==> src/common/pie_pkg.sv <==
// Purpose: constants for the single-octet element codec
// Assumes: octets are carried bit 1 in the lsb position
// Notes: identifier patterns for all element kinds, parameter codes for line and state only
`default_nettype none
package pie_pkg;
	// single-octet identifiers
	localparam logic [7:0] PIE_PULSE_NOTE = 8'hc0;
	localparam logic [3:0] PIE_HI_LINE = 4'h8;
	localparam logic [3:0] PIE_HI_STATE = 4'h9;
	localparam logic [3:0] PIE_HI_AUTO = 4'ha;
	localparam logic [3:0] PIE_HI_RESP = 4'hb;
	// line information codes
	localparam logic [3:0] PIE_LINE_MAX = 4'h4;
	// state field codes
	localparam logic [3:0] PIE_STATE_MAX = 4'h7;
	localparam logic [3:0] PIE_STATE_NA = 4'hf;
	// variable-length identifiers and length limits
	localparam int PIE_NVAR = 14;
	localparam logic [7:0] PIE_VAR_ID [PIE_NVAR] = '{8'h00, 8'h01, 8'h02,
		8'h03, 8'h04, 8'h10, 8'h11, 8'h12, 8'h13, 8'h14, 8'h22, 8'h23,
		8'h24, 8'h24};
	localparam logic [3:0] PIE_VAR_MIN [PIE_NVAR] = '{4'h3, 4'h3, 4'h3,
		4'h3, 4'h3, 4'h4, 4'h4, 4'h3, 4'h3, 4'h3, 4'h4, 4'h4, 4'h3, 4'h3};
	localparam logic [3:0] PIE_VAR_MAX [PIE_NVAR] = '{4'h3, 4'h3, 4'h5,
		4'h3, 4'h3, 4'h4, 4'h6, 4'h3, 4'h5, 4'h8, 4'h7, 4'h5, 4'hf, 4'hf};
	// element kinds, also the bit index in the seen mask
	typedef enum logic [2:0] {
		PIE_K_NOTE = 3'd0,
		PIE_K_LINE = 3'd1,
		PIE_K_STATE = 3'd2,
		PIE_K_AUTO = 3'd3,
		PIE_K_RESP = 3'd4,
		PIE_K_VAR = 3'd5,
		PIE_K_RSVD = 3'd6
	} pie_kind_t;
	// serialiser width
	localparam int PIE_OCTET_BITS = 8;
endpackage
`default_nettype wire

==> src/common/pie_stream_if.sv <==
// Purpose: valid/ready octet stream between codec modules
// Assumes: one clock, transfer when valid and ready are both high
// Notes: last marks the final octet of a message
`default_nettype none
interface pie_stream_if;
	logic valid;
	logic ready;
	logic [7:0] data;
	logic last;
	modport src (output valid, output data, output last, input ready);
	modport snk (input valid, input data, input last, output ready);
endinterface
`default_nettype wire

==> src/pie_buf2.sv <==
// Purpose: two-entry skid buffer for the octet stream
// Assumes: synchronous active-high reset
// Notes: full throughput; ready upstream is registered-free but honest
`default_nettype none
module pie_buf2 (
	// clock and reset
	input wire logic mclk_i,
	input wire logic srst_i,
	// streams
	pie_stream_if.snk up,
	pie_stream_if.src dn
);
	import pie_pkg::*;
	logic [8:0] mem [2];
	logic rd_ptr;
	logic wr_ptr;
	logic [1:0] count;
	logic push;
	logic pop;

	assign up.ready = (count != 2'd2);
	assign dn.valid = (count != 2'd0);
	assign {dn.last, dn.data} = mem[rd_ptr];
	assign push = up.valid && up.ready;
	assign pop = dn.valid && dn.ready;

	// storage, written only on a push
	always_ff @(posedge mclk_i) begin
		if (push) begin
			mem[wr_ptr] <= {up.last, up.data};
		end
	end

	// pointers and occupancy
	always_ff @(posedge mclk_i) begin
		if (srst_i) begin
			rd_ptr <= 1'b0;
			wr_ptr <= 1'b0;
			count <= 2'd0;
		end else begin
			if (push) wr_ptr <= ~wr_ptr;
			if (pop) rd_ptr <= ~rd_ptr;
			count <= count + {1'b0, push} - {1'b0, pop};
		end
	end
endmodule
`default_nettype wire

==> src/pie_ser.sv <==
// Purpose: octet to bit serialiser, bit 1 first
// Assumes: drains the buffered stream one octet per nine clocks
// Notes: stalls the buffer while a shift is in progress
`default_nettype none
module pie_ser (
	// clock and reset
	input wire logic mclk_i,
	input wire logic srst_i,
	// octet input
	pie_stream_if.snk in,
	// serial output
	output logic ser_bit_o,
	output logic ser_valid_o,
	output logic ser_last_o
);
	import pie_pkg::*;
	logic [7:0] shreg;
	logic [2:0] cnt;
	logic busy;
	logic last_oct;

	assign in.ready = !busy;

	// shift out lsb first, octet order preserved by the stream
	always_ff @(posedge mclk_i) begin
		if (srst_i) begin
			shreg <= 8'h00;
			cnt <= 3'd0;
			busy <= 1'b0;
			last_oct <= 1'b0;
		end else if (!busy && in.valid) begin
			shreg <= in.data;
			last_oct <= in.last;
			cnt <= 3'd0;
			busy <= 1'b1;
		end else if (busy) begin
			shreg <= {1'b0, shreg[7:1]};
			cnt <= cnt + 3'd1;
			if (cnt == 3'(PIE_OCTET_BITS - 1)) busy <= 1'b0;
		end
	end

	// registered data outputs
	always_ff @(posedge mclk_i) begin
		if (srst_i) begin
			ser_bit_o <= 1'b0;
			ser_valid_o <= 1'b0;
			ser_last_o <= 1'b0;
		end else begin
			ser_bit_o <= shreg[0];
			ser_valid_o <= busy;
			ser_last_o <= busy && last_oct
				&& (cnt == 3'(PIE_OCTET_BITS - 1));
		end
	end
endmodule
`default_nettype wire

==> src/pie_codec.sv <==
// Purpose: single-octet element builder and element classifier
// Assumes: device sits on the access network side of the link
// Notes: variable-length bodies are skipped by their length octet, or end early at the last octet of a message
`default_nettype none
module pie_codec (
	// clock and reset
	input wire logic mclk_i,
	input wire logic srst_i,
	// inbound octets from exchange side
	input wire logic rx_valid_i,
	input wire logic [7:0] rx_data_i,
	input wire logic rx_last_i,
	output logic rx_ready_o,
	// inbound decode results
	output logic [2:0] rx_kind_o,
	output logic [3:0] rx_content_o,
	output logic rx_elem_o,
	output logic seq_start_o,
	output logic [3:0] seq_type_o,
	output logic err_rsvd_id_o,
	output logic err_rsvd_code_o,
	output logic err_dir_o,
	output logic err_repeat_o,
	output logic err_len_o,
	// notification request from pulse/digit decoding
	input wire logic note_req_i,
	input wire logic pulse_done_i,
	// outbound element requests
	input wire logic line_req_i,
	input wire logic [3:0] line_code_i,
	input wire logic path_up_i,
	input wire logic state_req_i,
	input wire logic [3:0] fsm_state_i,
	input wire logic resp_req_i,
	input wire logic [3:0] resp_type_i,
	output logic tx_busy_o,
	output logic tx_drop_o,
	// serial output toward exchange side
	output logic ser_bit_o,
	output logic ser_valid_o,
	output logic ser_last_o
);
	import pie_pkg::*;

	pie_stream_if tx_s ();
	pie_stream_if ser_s ();

	typedef enum logic [1:0] {
		PIE_ST_ID = 2'b00,
		PIE_ST_LEN = 2'b01,
		PIE_ST_BODY = 2'b11
	} pie_rx_st_t;

	pie_rx_st_t rx_st;
	logic [3:0] body_left;
	logic [3:0] var_min;
	logic [3:0] var_max;
	logic var_hit;
	logic [7:0] seen;
	logic [2:0] kind;
	logic rx_take;
	logic note_armed;
	logic note_pend;
	logic [7:0] tx_oct;
	logic tx_pend;
	logic [2:0] tx_sel;
	logic [7:0] next_tx_oct;
	logic [3:0] var_min_q;
	logic [3:0] var_max_q;

	// inbound octets are always accepted
	assign rx_ready_o = 1'b1;
	assign rx_take = rx_valid_i;

	// variable-length identifier table lookup
	always_comb begin
		var_hit = 1'b0;
		var_min = 4'h0;
		var_max = 4'h0;
		for (int i = 0; i < PIE_NVAR; i++) begin
			if (rx_data_i == PIE_VAR_ID[i] && !var_hit) begin
				var_hit = 1'b1;
				var_min = PIE_VAR_MIN[i];
				var_max = PIE_VAR_MAX[i];
			end
		end
	end

	// identifier classification; no shift codes exist in one codeset
	always_comb begin
		kind = PIE_K_RSVD;
		if (rx_data_i[7]) begin
			if (rx_data_i == PIE_PULSE_NOTE) kind = PIE_K_NOTE;
			else if (rx_data_i[7:4] == PIE_HI_LINE) kind = PIE_K_LINE;
			else if (rx_data_i[7:4] == PIE_HI_STATE) kind = PIE_K_STATE;
			else if (rx_data_i[7:4] == PIE_HI_AUTO) kind = PIE_K_AUTO;
			else if (rx_data_i[7:4] == PIE_HI_RESP) kind = PIE_K_RESP;
		end else if (!rx_data_i[6] && var_hit) begin
			kind = PIE_K_VAR;
		end
	end

	// receive walker: id, length, body skip
	always_ff @(posedge mclk_i) begin
		if (srst_i) begin
			rx_st <= PIE_ST_ID;
			body_left <= 4'h0;
		end else if (rx_take) begin
			unique case (rx_st)
				PIE_ST_ID: begin
					if (kind == PIE_K_VAR && !rx_last_i) rx_st <= PIE_ST_LEN;
				end
				PIE_ST_LEN: begin
					body_left <= rx_data_i[3:0];
					rx_st <= (rx_data_i == 8'h00 || rx_last_i) ?
						PIE_ST_ID : PIE_ST_BODY;
				end
				PIE_ST_BODY: begin
					body_left <= body_left - 4'h1;
					if (body_left == 4'h1 || rx_last_i) rx_st <= PIE_ST_ID;
				end
				default: rx_st <= PIE_ST_ID;
			endcase
		end
	end

	// length check against the identifier's permitted total
	always_ff @(posedge mclk_i) begin
		if (srst_i) begin
			var_min_q <= 4'h0;
			var_max_q <= 4'h0;
			err_len_o <= 1'b0;
		end else begin
			err_len_o <= 1'b0;
			if (rx_take && rx_st == PIE_ST_ID && kind == PIE_K_VAR) begin
				var_min_q <= var_min;
				var_max_q <= var_max;
			end
			if (rx_take && rx_st == PIE_ST_LEN) begin
				// total length is content plus two header octets
				err_len_o <= (rx_data_i > 8'(var_max_q - 4'h2)) ||
					(rx_data_i < 8'(var_min_q - 4'h2));
			end
		end
	end

	// per-element decode and error flags, one-cycle pulses
	always_ff @(posedge mclk_i) begin
		if (srst_i) begin
			rx_kind_o <= PIE_K_RSVD;
			rx_content_o <= 4'h0;
			rx_elem_o <= 1'b0;
			seq_start_o <= 1'b0;
			seq_type_o <= 4'h0;
			err_rsvd_id_o <= 1'b0;
			err_rsvd_code_o <= 1'b0;
			err_dir_o <= 1'b0;
			err_repeat_o <= 1'b0;
		end else begin
			rx_elem_o <= 1'b0;
			seq_start_o <= 1'b0;
			err_rsvd_id_o <= 1'b0;
			err_rsvd_code_o <= 1'b0;
			err_dir_o <= 1'b0;
			err_repeat_o <= 1'b0;
			if (rx_take && rx_st == PIE_ST_ID) begin
				rx_elem_o <= 1'b1;
				rx_kind_o <= kind;
				rx_content_o <= rx_data_i[3:0];
				err_rsvd_id_o <= (kind == PIE_K_RSVD);
				// outbound-only kinds arriving inbound
				err_dir_o <= (kind == PIE_K_NOTE || kind == PIE_K_LINE ||
					kind == PIE_K_STATE || kind == PIE_K_RESP);
				err_rsvd_code_o <= (kind == PIE_K_LINE &&
					rx_data_i[3:0] > PIE_LINE_MAX);
				err_repeat_o <= (kind != PIE_K_RSVD && kind != PIE_K_VAR &&
					seen[kind]);
				if (kind == PIE_K_AUTO) begin
					seq_start_o <= 1'b1;
					seq_type_o <= rx_data_i[3:0];
				end
			end
		end
	end

	// single-octet elements seen in the current message
	always_ff @(posedge mclk_i) begin
		if (srst_i) begin
			seen <= 8'h00;
		end else if (rx_take && rx_last_i) begin
			seen <= 8'h00;
		end else if (rx_take && rx_st == PIE_ST_ID && kind < PIE_K_VAR) begin
			seen[kind] <= 1'b1;
		end
	end

	// notification armed by the latest request only
	always_ff @(posedge mclk_i) begin
		if (srst_i) begin
			note_armed <= 1'b0;
			note_pend <= 1'b0;
		end else begin
			if (note_req_i) note_armed <= 1'b1;
			else if (pulse_done_i && note_armed) note_armed <= 1'b0;
			// set wins over the clear by the send
			if (pulse_done_i && note_armed) note_pend <= 1'b1;
			else if (tx_sel == PIE_K_NOTE && !tx_pend) note_pend <= 1'b0;
		end
	end

	// outbound selection: one element at a time, fixed priority
	always_comb begin
		tx_sel = PIE_K_RSVD;
		next_tx_oct = 8'h00;
		if (note_pend) begin
			tx_sel = PIE_K_NOTE;
			next_tx_oct = PIE_PULSE_NOTE;
		end else if (state_req_i) begin
			tx_sel = PIE_K_STATE;
			next_tx_oct = {PIE_HI_STATE, (fsm_state_i > PIE_STATE_MAX) ?
				PIE_STATE_NA : fsm_state_i};
		end else if (resp_req_i) begin
			tx_sel = PIE_K_RESP;
			next_tx_oct = {PIE_HI_RESP, resp_type_i};
		end else if (line_req_i && !path_up_i &&
			line_code_i <= PIE_LINE_MAX) begin
			tx_sel = PIE_K_LINE;
			next_tx_oct = {PIE_HI_LINE, line_code_i};
		end
	end

	// single-octet holding register feeding the buffer
	always_ff @(posedge mclk_i) begin
		if (srst_i) begin
			tx_oct <= 8'h00;
			tx_pend <= 1'b0;
			tx_drop_o <= 1'b0;
		end else begin
			tx_drop_o <= line_req_i && !tx_pend && !note_pend &&
				!state_req_i && !resp_req_i &&
				(path_up_i || line_code_i > PIE_LINE_MAX);
			if (tx_pend && tx_s.ready) begin
				tx_pend <= 1'b0;
			end else if (!tx_pend && tx_sel != PIE_K_RSVD) begin
				tx_oct <= next_tx_oct;
				tx_pend <= 1'b1;
			end
		end
	end

	assign tx_s.valid = tx_pend;
	assign tx_s.data = tx_oct;
	assign tx_s.last = 1'b1;
	assign tx_busy_o = tx_pend;

	pie_buf2 u_buf (
		.mclk_i(mclk_i),
		.srst_i(srst_i),
		.up(tx_s),
		.dn(ser_s)
	);

	pie_ser u_ser (
		.mclk_i(mclk_i),
		.srst_i(srst_i),
		.in(ser_s),
		.ser_bit_o(ser_bit_o),
		.ser_valid_o(ser_valid_o),
		.ser_last_o(ser_last_o)
	);
endmodule
`default_nettype wire

==> config.mk <==
export PLATFORM = sky130hd
export DESIGN_NAME = pie_codec
export DESIGN_NICKNAME = d
export VERILOG_FILES = /design/src/common/pie_pkg.sv /design/src/common/pie_stream_if.sv /design/src/pie_buf2.sv /design/src/pie_ser.sv /design/src/pie_codec.sv
export SDC_FILE = /design/constraint.sdc
export NUM_CORES = 1
export LEC_CHECK = 0
export BUFFER_PORTS_ARGS = -buffer_cell sky130_fd_sc_hd__buf_4
export CAP_MARGIN = 25
export CORE_MARGIN = 2
export CORE_UTILIZATION = 52
export DETAILED_ROUTE_END_ITERATION = 12
export PLACE_DENSITY = 0.76
export SLEW_MARGIN = 20
export SYNTH_ARGS = -nofsm -noshare
export SYNTH_HDL_FRONTEND = slang
export SYNTH_SLANG_ARGS = --single-unit
==> constraint.sdc <==
create_clock -name mclk_i -period 2 [get_ports mclk_i]
set_input_delay 0.3 -clock mclk_i [delete_from_list [all_inputs] [get_ports mclk_i]]
set_output_delay 0.3 -clock mclk_i [all_outputs]
set_load 0.05 [all_outputs]
======== Yosys cells after proc, flatten, opt, wreduce, memory -nomap -nowiden ========
Memory sizes are Yosys's and may differ from the RTL's. A register that Yosys moved wholly into a read port is not among the register bits.
Cells that the tools add are included.
operators by class
  add/sub/neg operators ................... 6
  multipliers ............................. 0
  divide/modulo/power cells ............... 0
  order comparisons ....................... 9
  equal/unequal tests ..................... 33
  shifts and indexed selects .............. 0
  multiplexer cells ....................... 80
  bitwise gates (word level) .............. 6
  reduce and logical (&&, ||, !) cells .... 84
operators by type and width
  operator               count
  $mux W4                26
  $mux W8                6
  $eq A8 B5 Y1 const B   5
  $logic_and A1 B1 Y1    38
  $mux W1                29
  $mux W3                9
  $eq A8 B6 Y1 const B   3
  $logic_not A1 Y1       21
  $eq A4 B4 Y1 const B   4
  $eq A8 B2 Y1 const B   2
  $eq A3 B3 Y1 const B   4
  $gt A4 B3 Y1 const B   3
  $mux W2                6
  $reduce_bool A2 Y1     5
  $reduce_or A2 Y1       5
  $sub A4 B2 Y5 const B  2
  $ne A3 B3 Y1 const B   3
  $eq A8 B1 Y1 const B   1
  $eq A8 B3 Y1 const B   1
  $eq A8 B8 Y1 const B   1
  $gt A8 B8 Y1           1
  $logic_not A8 Y1       1
  $lt A8 B8 Y1           1
  $or A8 B8 Y8           1
  other kinds (24)       40
storage, ports and cells
  bits in registers ....................... 72
  bits in latches ......................... 0
  bits in writable memories ............... 16
  bits in read-only memories .............. 0
  input port bits ......................... 30
  output and inout port bits .............. 24
  word-level logic and storage cells ...... 249
  memories kept ........................... 1
memories
  name       depth  width  read ports  clocked after memory_dff  write ports  line            text
  u_buf.mem  2      8      1           1                         1            pie_buf2.sv:14  logic [8:0] mem [2];

======== Depth between registers and ports, before layout ========
  depth in word-level cells ............... 49
  gate-level depth with buffers ........... 9
  depth with buffers taken out ............ 9

======== Hierarchy ========
A second synthesis with hierarchy kept.
unflattened totals
  cell total of the unflattened synthesis .. 448
  area total of the unflattened synthesis .. 4206.5 um^2
modules (own cells, without submodules)
  module     times used  cells an instance  area an instance (um^2)  seq. area each (um^2)
  pie_codec  1           332                2672.6                   940.9
  pie_buf2   1           52                 884.6                    640.6
  pie_ser    1           64                 649.4                    320.3

======== Worst setup path after synthesis ========
No wires, ideal clock.
  path kind ............................... flip-flop to flip-flop
  start ................................... reg u_buf.count[1]
  end ..................................... reg u_buf.count[1]
  arrival time ............................ 1.763 ns
  data required time ...................... 1.872 ns
  setup slack ............................. 0.109 ns
  stages on the path, launching flop included .. 10
  buffers on the path ..................... 1
  clock period less this slack ............ 1.891 ns
  cell sequence ........................... dfxtp_1 or2_2 clkbuf_1 nor2b_1 ha_1 inv_1 ha_1 xor2_1 xnor2_1 nor2_1
RTL lines
  what                    line            text
  from (decl)             pie_buf2.sv:17  logic [1:0] count;
  from (signal assigned)  pie_buf2.sv:43  count <= count + {1'b0, push} - {1'b0, pop};
  $reduce_bool A2 Y1      pie_buf2.sv:22  assign dn.valid = (count != 2'd0);
  $logic_and A1 B1 Y1     pie_buf2.sv:25  assign pop = dn.valid && dn.ready;
  named net u_buf.pop     pie_buf2.sv:19  logic pop;
  $sub A2 B1 Y2           pie_buf2.sv:43
The timed path passes the listed nets, and every way through them passes these cells.
A chain may end at the register's enable or synchronous reset.

======== Final worst setup path ========
  start ................................... reg var_max_q[3]
  end ..................................... reg err_len_o
between the ends
  word-level cells in the longest chain between the ends .. 3
RTL lines
  what                    line              text
  from (decl)             pie_codec.sv:69   logic [3:0] var_max_q;
  from (signal assigned)  pie_codec.sv:137  var_max_q <= var_max;
  $sub A4 B2 Y5           pie_codec.sv:141  err_len_o <= (rx_data_i > 8'(var_max_q - 4'h2)) ||
  $gt A8 B8 Y1            pie_codec.sv:141
  $logic_or A1 B1 Y1      pie_codec.sv:141
  to (signal assigned)    pie_codec.sv:141
  to (decl)               pie_codec.sv:24   output logic err_len_o,
No other way between the ends.

==> flow_metrics.py <==
metrics = {
    "critical_path": {
        "path_max_fanout": 4,
        "reg2reg_to": "err_len_o",
        "r2r-start": "var_max_q[3]",
        "startpoint_type": "flop",
        "arrival_ns": 2.20,
        "setup.worst_path.start": "var_max_q[3]",
        "crit_type": "flop to flop",
        "crit_required_ns": 2.31,
        "cp-end-kind": "flop",
        "rr_worst_depth": 7,
        "ff2ff_setup_slack_ns": 0.11,
    },
    "global_route": {
        "overflow": 0,
        "grt_pass1_wl_mm": 14.0,
        "first_global_vias": 3045,
        "grt_max_degree": 41,
        "antenna_found_initial": 0,
        "track_usage_pct": 20.4,
    },
    "logic_synthesis": {
        "synth_top_family_by_area": "simple AND/OR/NAND/NOR gates",
        "synth-edff-count": 16,
        "synth-compound-area-share_pct": 17.5,
        "yosysSeqAreaShare_pct": 45.0,
        "syn_nets": 509,
        "ys_warn_count": 0,
        "ys_ff_latch": 84,
        "synth_xor_area_share_pct": 1.28,
        "async_flop_share_pct": 0,
        "netlist_area_sq_um": 4100,
        "synth-simple-area-share_pct": 19.5,
        "synth.mux.area_fraction_pct": 3.21,
        "yosysUniqueCellTypes": 56,
        "synthCells": 456,
        "synth_area_per_cell_sq_um": 8.98,
        "synth_fa_ha_area_share_pct": 7.03,
        "synthFlopType": "dfxtp_1",
    },
    "die": {
        "num_rows": 32,
        "start_util_pct": 53.3,
        "fp.coreArea_sq_um": 7690,
        "die-area_sq_um": 8600,
        "dieHeight_microns": 92.8,
        "die_width_microns": 92.8,
        "ioPinCount": 54,
    },
    "timing": {
        "setup_ws_ns": 0.110,
        "relSlewSlack_pct": 66.6,
        "clock_skew_ns": 0.0122,
        "finalCritPeriodShare_pct": 94.5,
        "tns_ns": 0,
        "drv_slew": 0,
        "max_slew.worst_pin.slew_ns": 0.499,
        "fmax_ghz": 0.529,
        "rsz0062_at_grt": "false",
        "finalSetupViolations": 0,
        "hold_viol_final": 0,
        "holdWs_ns": 0.156,
        "period_needed_ns": 1.89,
    },
    "clocking": {
        "cts_tree": "built",
        "root_buffer": "clkbuf_8",
        "cts_buffers": 9,
        "max-clock-path-buffers": 2,
        "cts.clk_slew.worst_paths_ns": 0.10,
        "h-tree-depth": 3,
        "cts_sinks": 84,
        "ctsHoldBuffers": 0,
        "cts.repair.resized": 0,
        "post_cts_buffers": 0,
        "clkLatencyLatePin_ns": 0.36,
    },
    "routing": {
        "num_vias": 3324,
        "finalWirelength_mm": 8.32,
        "remaining_drc_errors": 0,
        "wire_per_inst_microns": 13.8,
        "first_pass_iters": 5,
        "vias_per_cell": 5.51,
        "drtAntennaViolNets": 0,
        "drt-initial-drc-count": 202,
    },
    "placement": {
        "pre_cts_ws_ns": 0.151,
        "port_buffers": 52,
        "gp_congestion": 0.851,
        "placed_area_sq_um": 4480,
        "dp_hpwl_mm": 5.81,
    },
    "power": {
        "pwr_density_cell_nw_per_um2": 911,
        "p_total_mw": 4.27,
        "power.leakage_nw": 1.93,
        "ir_drop_v": 0.000432,
    },
    "job": {
        "maxCapViolCount": 0,
    },
    "run_status": {
        "status": "completed",
    },
    "final_layout": {
        "drive_above_1_share_pct": 17.2,
        "area_delta_synth_final_pct": 14.4,
        "fillCellCount": 683,
        "antenna_cells": 0,
        "nets": 549,
        "postLayoutCellArea_sq_um": 4680,
    },
    "hold_path": {
        "min_from": "note_req_i",
        "hold_depth": 3,
        "hp-class": "input pin to flop",
        "hold_end": "note_armed",
    },
}
-- cell usage in the layout (no fill, tap or decap), drive strengths merged, types with 2 or more instances in the layout --
| cell | netlist | routed |
|---|---|---|
| dfxtp | 68 | 68 |
| nor2 | 67 | 67 |
| buf | 9 | 59 |
| a21oi | 47 | 47 |
| nand2 | 35 | 35 |
| ha | 23 | 23 |
| inv | 18 | 21 |
| o21ai | 20 | 20 |
| edfxtp | 16 | 16 |
| nand3 | 14 | 14 |
| a211oi | 13 | 13 |
| mux2i | 12 | 12 |
| nand2b | 11 | 11 |
| nor3 | 11 | 11 |
| clkbuf | 21 | 9 |
| nor2b | 7 | 7 |
| and3 | 6 | 6 |
| a21o | 5 | 5 |
| a31oi | 5 | 5 |
| nor3b | 5 | 5 |
| clkinv | 0 | 4 |
| o31ai | 3 | 3 |
| a22oi | 3 | 3 |
| xor2 | 3 | 3 |
| xnor2 | 3 | 3 |
| a32o | 3 | 3 |
| o211ai | 2 | 2 |
| nor4 | 2 | 2 |
| a21boi | 2 | 2 |
| o21a | 2 | 2 |
| o21bai | 2 | 2 |
-- worst max-delay path: stages, from the launching register on --
cell,delay [ns]
dfxtp_1,0.34
or3_1,0.46
ha_1,0.33
nand3_1,0.11
o21bai_1,0.18
a21o_1,0.16
a21oi_1,0.15
o21a_1,0.12
-- synthesized netlist by cell type (all sizes together), types with 5 or more instances --
cell	number	area (sq um)
and3	6	37.5
ha	23	288
nand2	35	134
a21o	5	37.5
a21oi	47	235
nand2b	11	68.8
mux2i	12	120
o21ai	20	100
clkbuf	21	110
inv	18	67.6
buf	9	85.1
dfxtp	68	1360
nor2b	7	43.8
a211oi	13	97.6
nor3b	5	48.8
a31oi	5	31.3
nand3	14	70.1
nor3	11	66.3
nor2	67	267
edfxtp	16	480
-- cell families (layout without fill, tap and decap cells) --
group,Yosys count,count (layout)
AO/OA/AOI/OAI,116,116
flip-flops,84,84
XOR/XNOR,6,6
other,1,1
adder cells (fa/ha/maj),23,23
multiplexers,13,13
buffers and inverters,48,93
AND/OR/NAND/NOR,165,165
-- report_power, final --
group	switching (mW)	internal [mW]	total (mW)
combinational	0.589	0.431	1.02
clock	0.691	0.494	1.18
sequential	0.132	1.93	2.06
-- per-stage QoR --
step	utilization [%]	std cells
finish	60.9	603
global route	60.9	603
CTS	60.9	603
detailed placement	58.3	587
global placement	58.3	587
floorplan	-	456
-- area by class of cell --
cell class	instances	area (sq um)	share of cell area, %
Clock inverter	7	76.3	1.63
Tap cell	102	128	2.72
Sequential cell	84	1840	39.3
Clock buffer	9	124	2.64
Inverter	18	67.6	1.44
Timing Repair Buffer	59	455	9.72
Multi-Input combinational cell	324	1990	42.5
-- sequential cells by signal (all words and copies together), names as in the netlist, 2 cells and up, named ones only --
| signal | flops |
|---|---|
| u_buf.mem | 16 |
| tx_oct | 8 |
| u_ser.shreg | 8 |
| seen | 5 |
| body_left | 4 |
| rx_content_o | 4 |
| seq_type_o | 4 |
| var_max_q | 4 |
| rx_kind_o | 3 |
| u_ser.cnt | 3 |
| rx_st | 2 |
| u_buf.count | 2 |
| var_min_q | 2 |
-- routing by layer --
| layer | track usage (%) | vias to the layer above | part of all wire [%] |
|---|---|---|---|
| li1 | - | 1684 | - |
| met1 | 29.0 | 1536 | 48 |
| met2 | 30.4 | 92 | 45 |
| met3 | 4.23 | 12 | 5.7 |
| met4 | 8.33 | 0 | 1.5 |
| met5 | 0 | - | 0 |
-- worst max-delay path by stage --
stage	to	cells past startpoint
floorplan	u_buf.count[1]	9
global placement	err_len_o	8
detailed placement	err_len_o	8
CTS	err_len_o	8
global route	err_len_o	7
finish	err_len_o	7
Note: power is estimated with default switching activity, not from simulation.
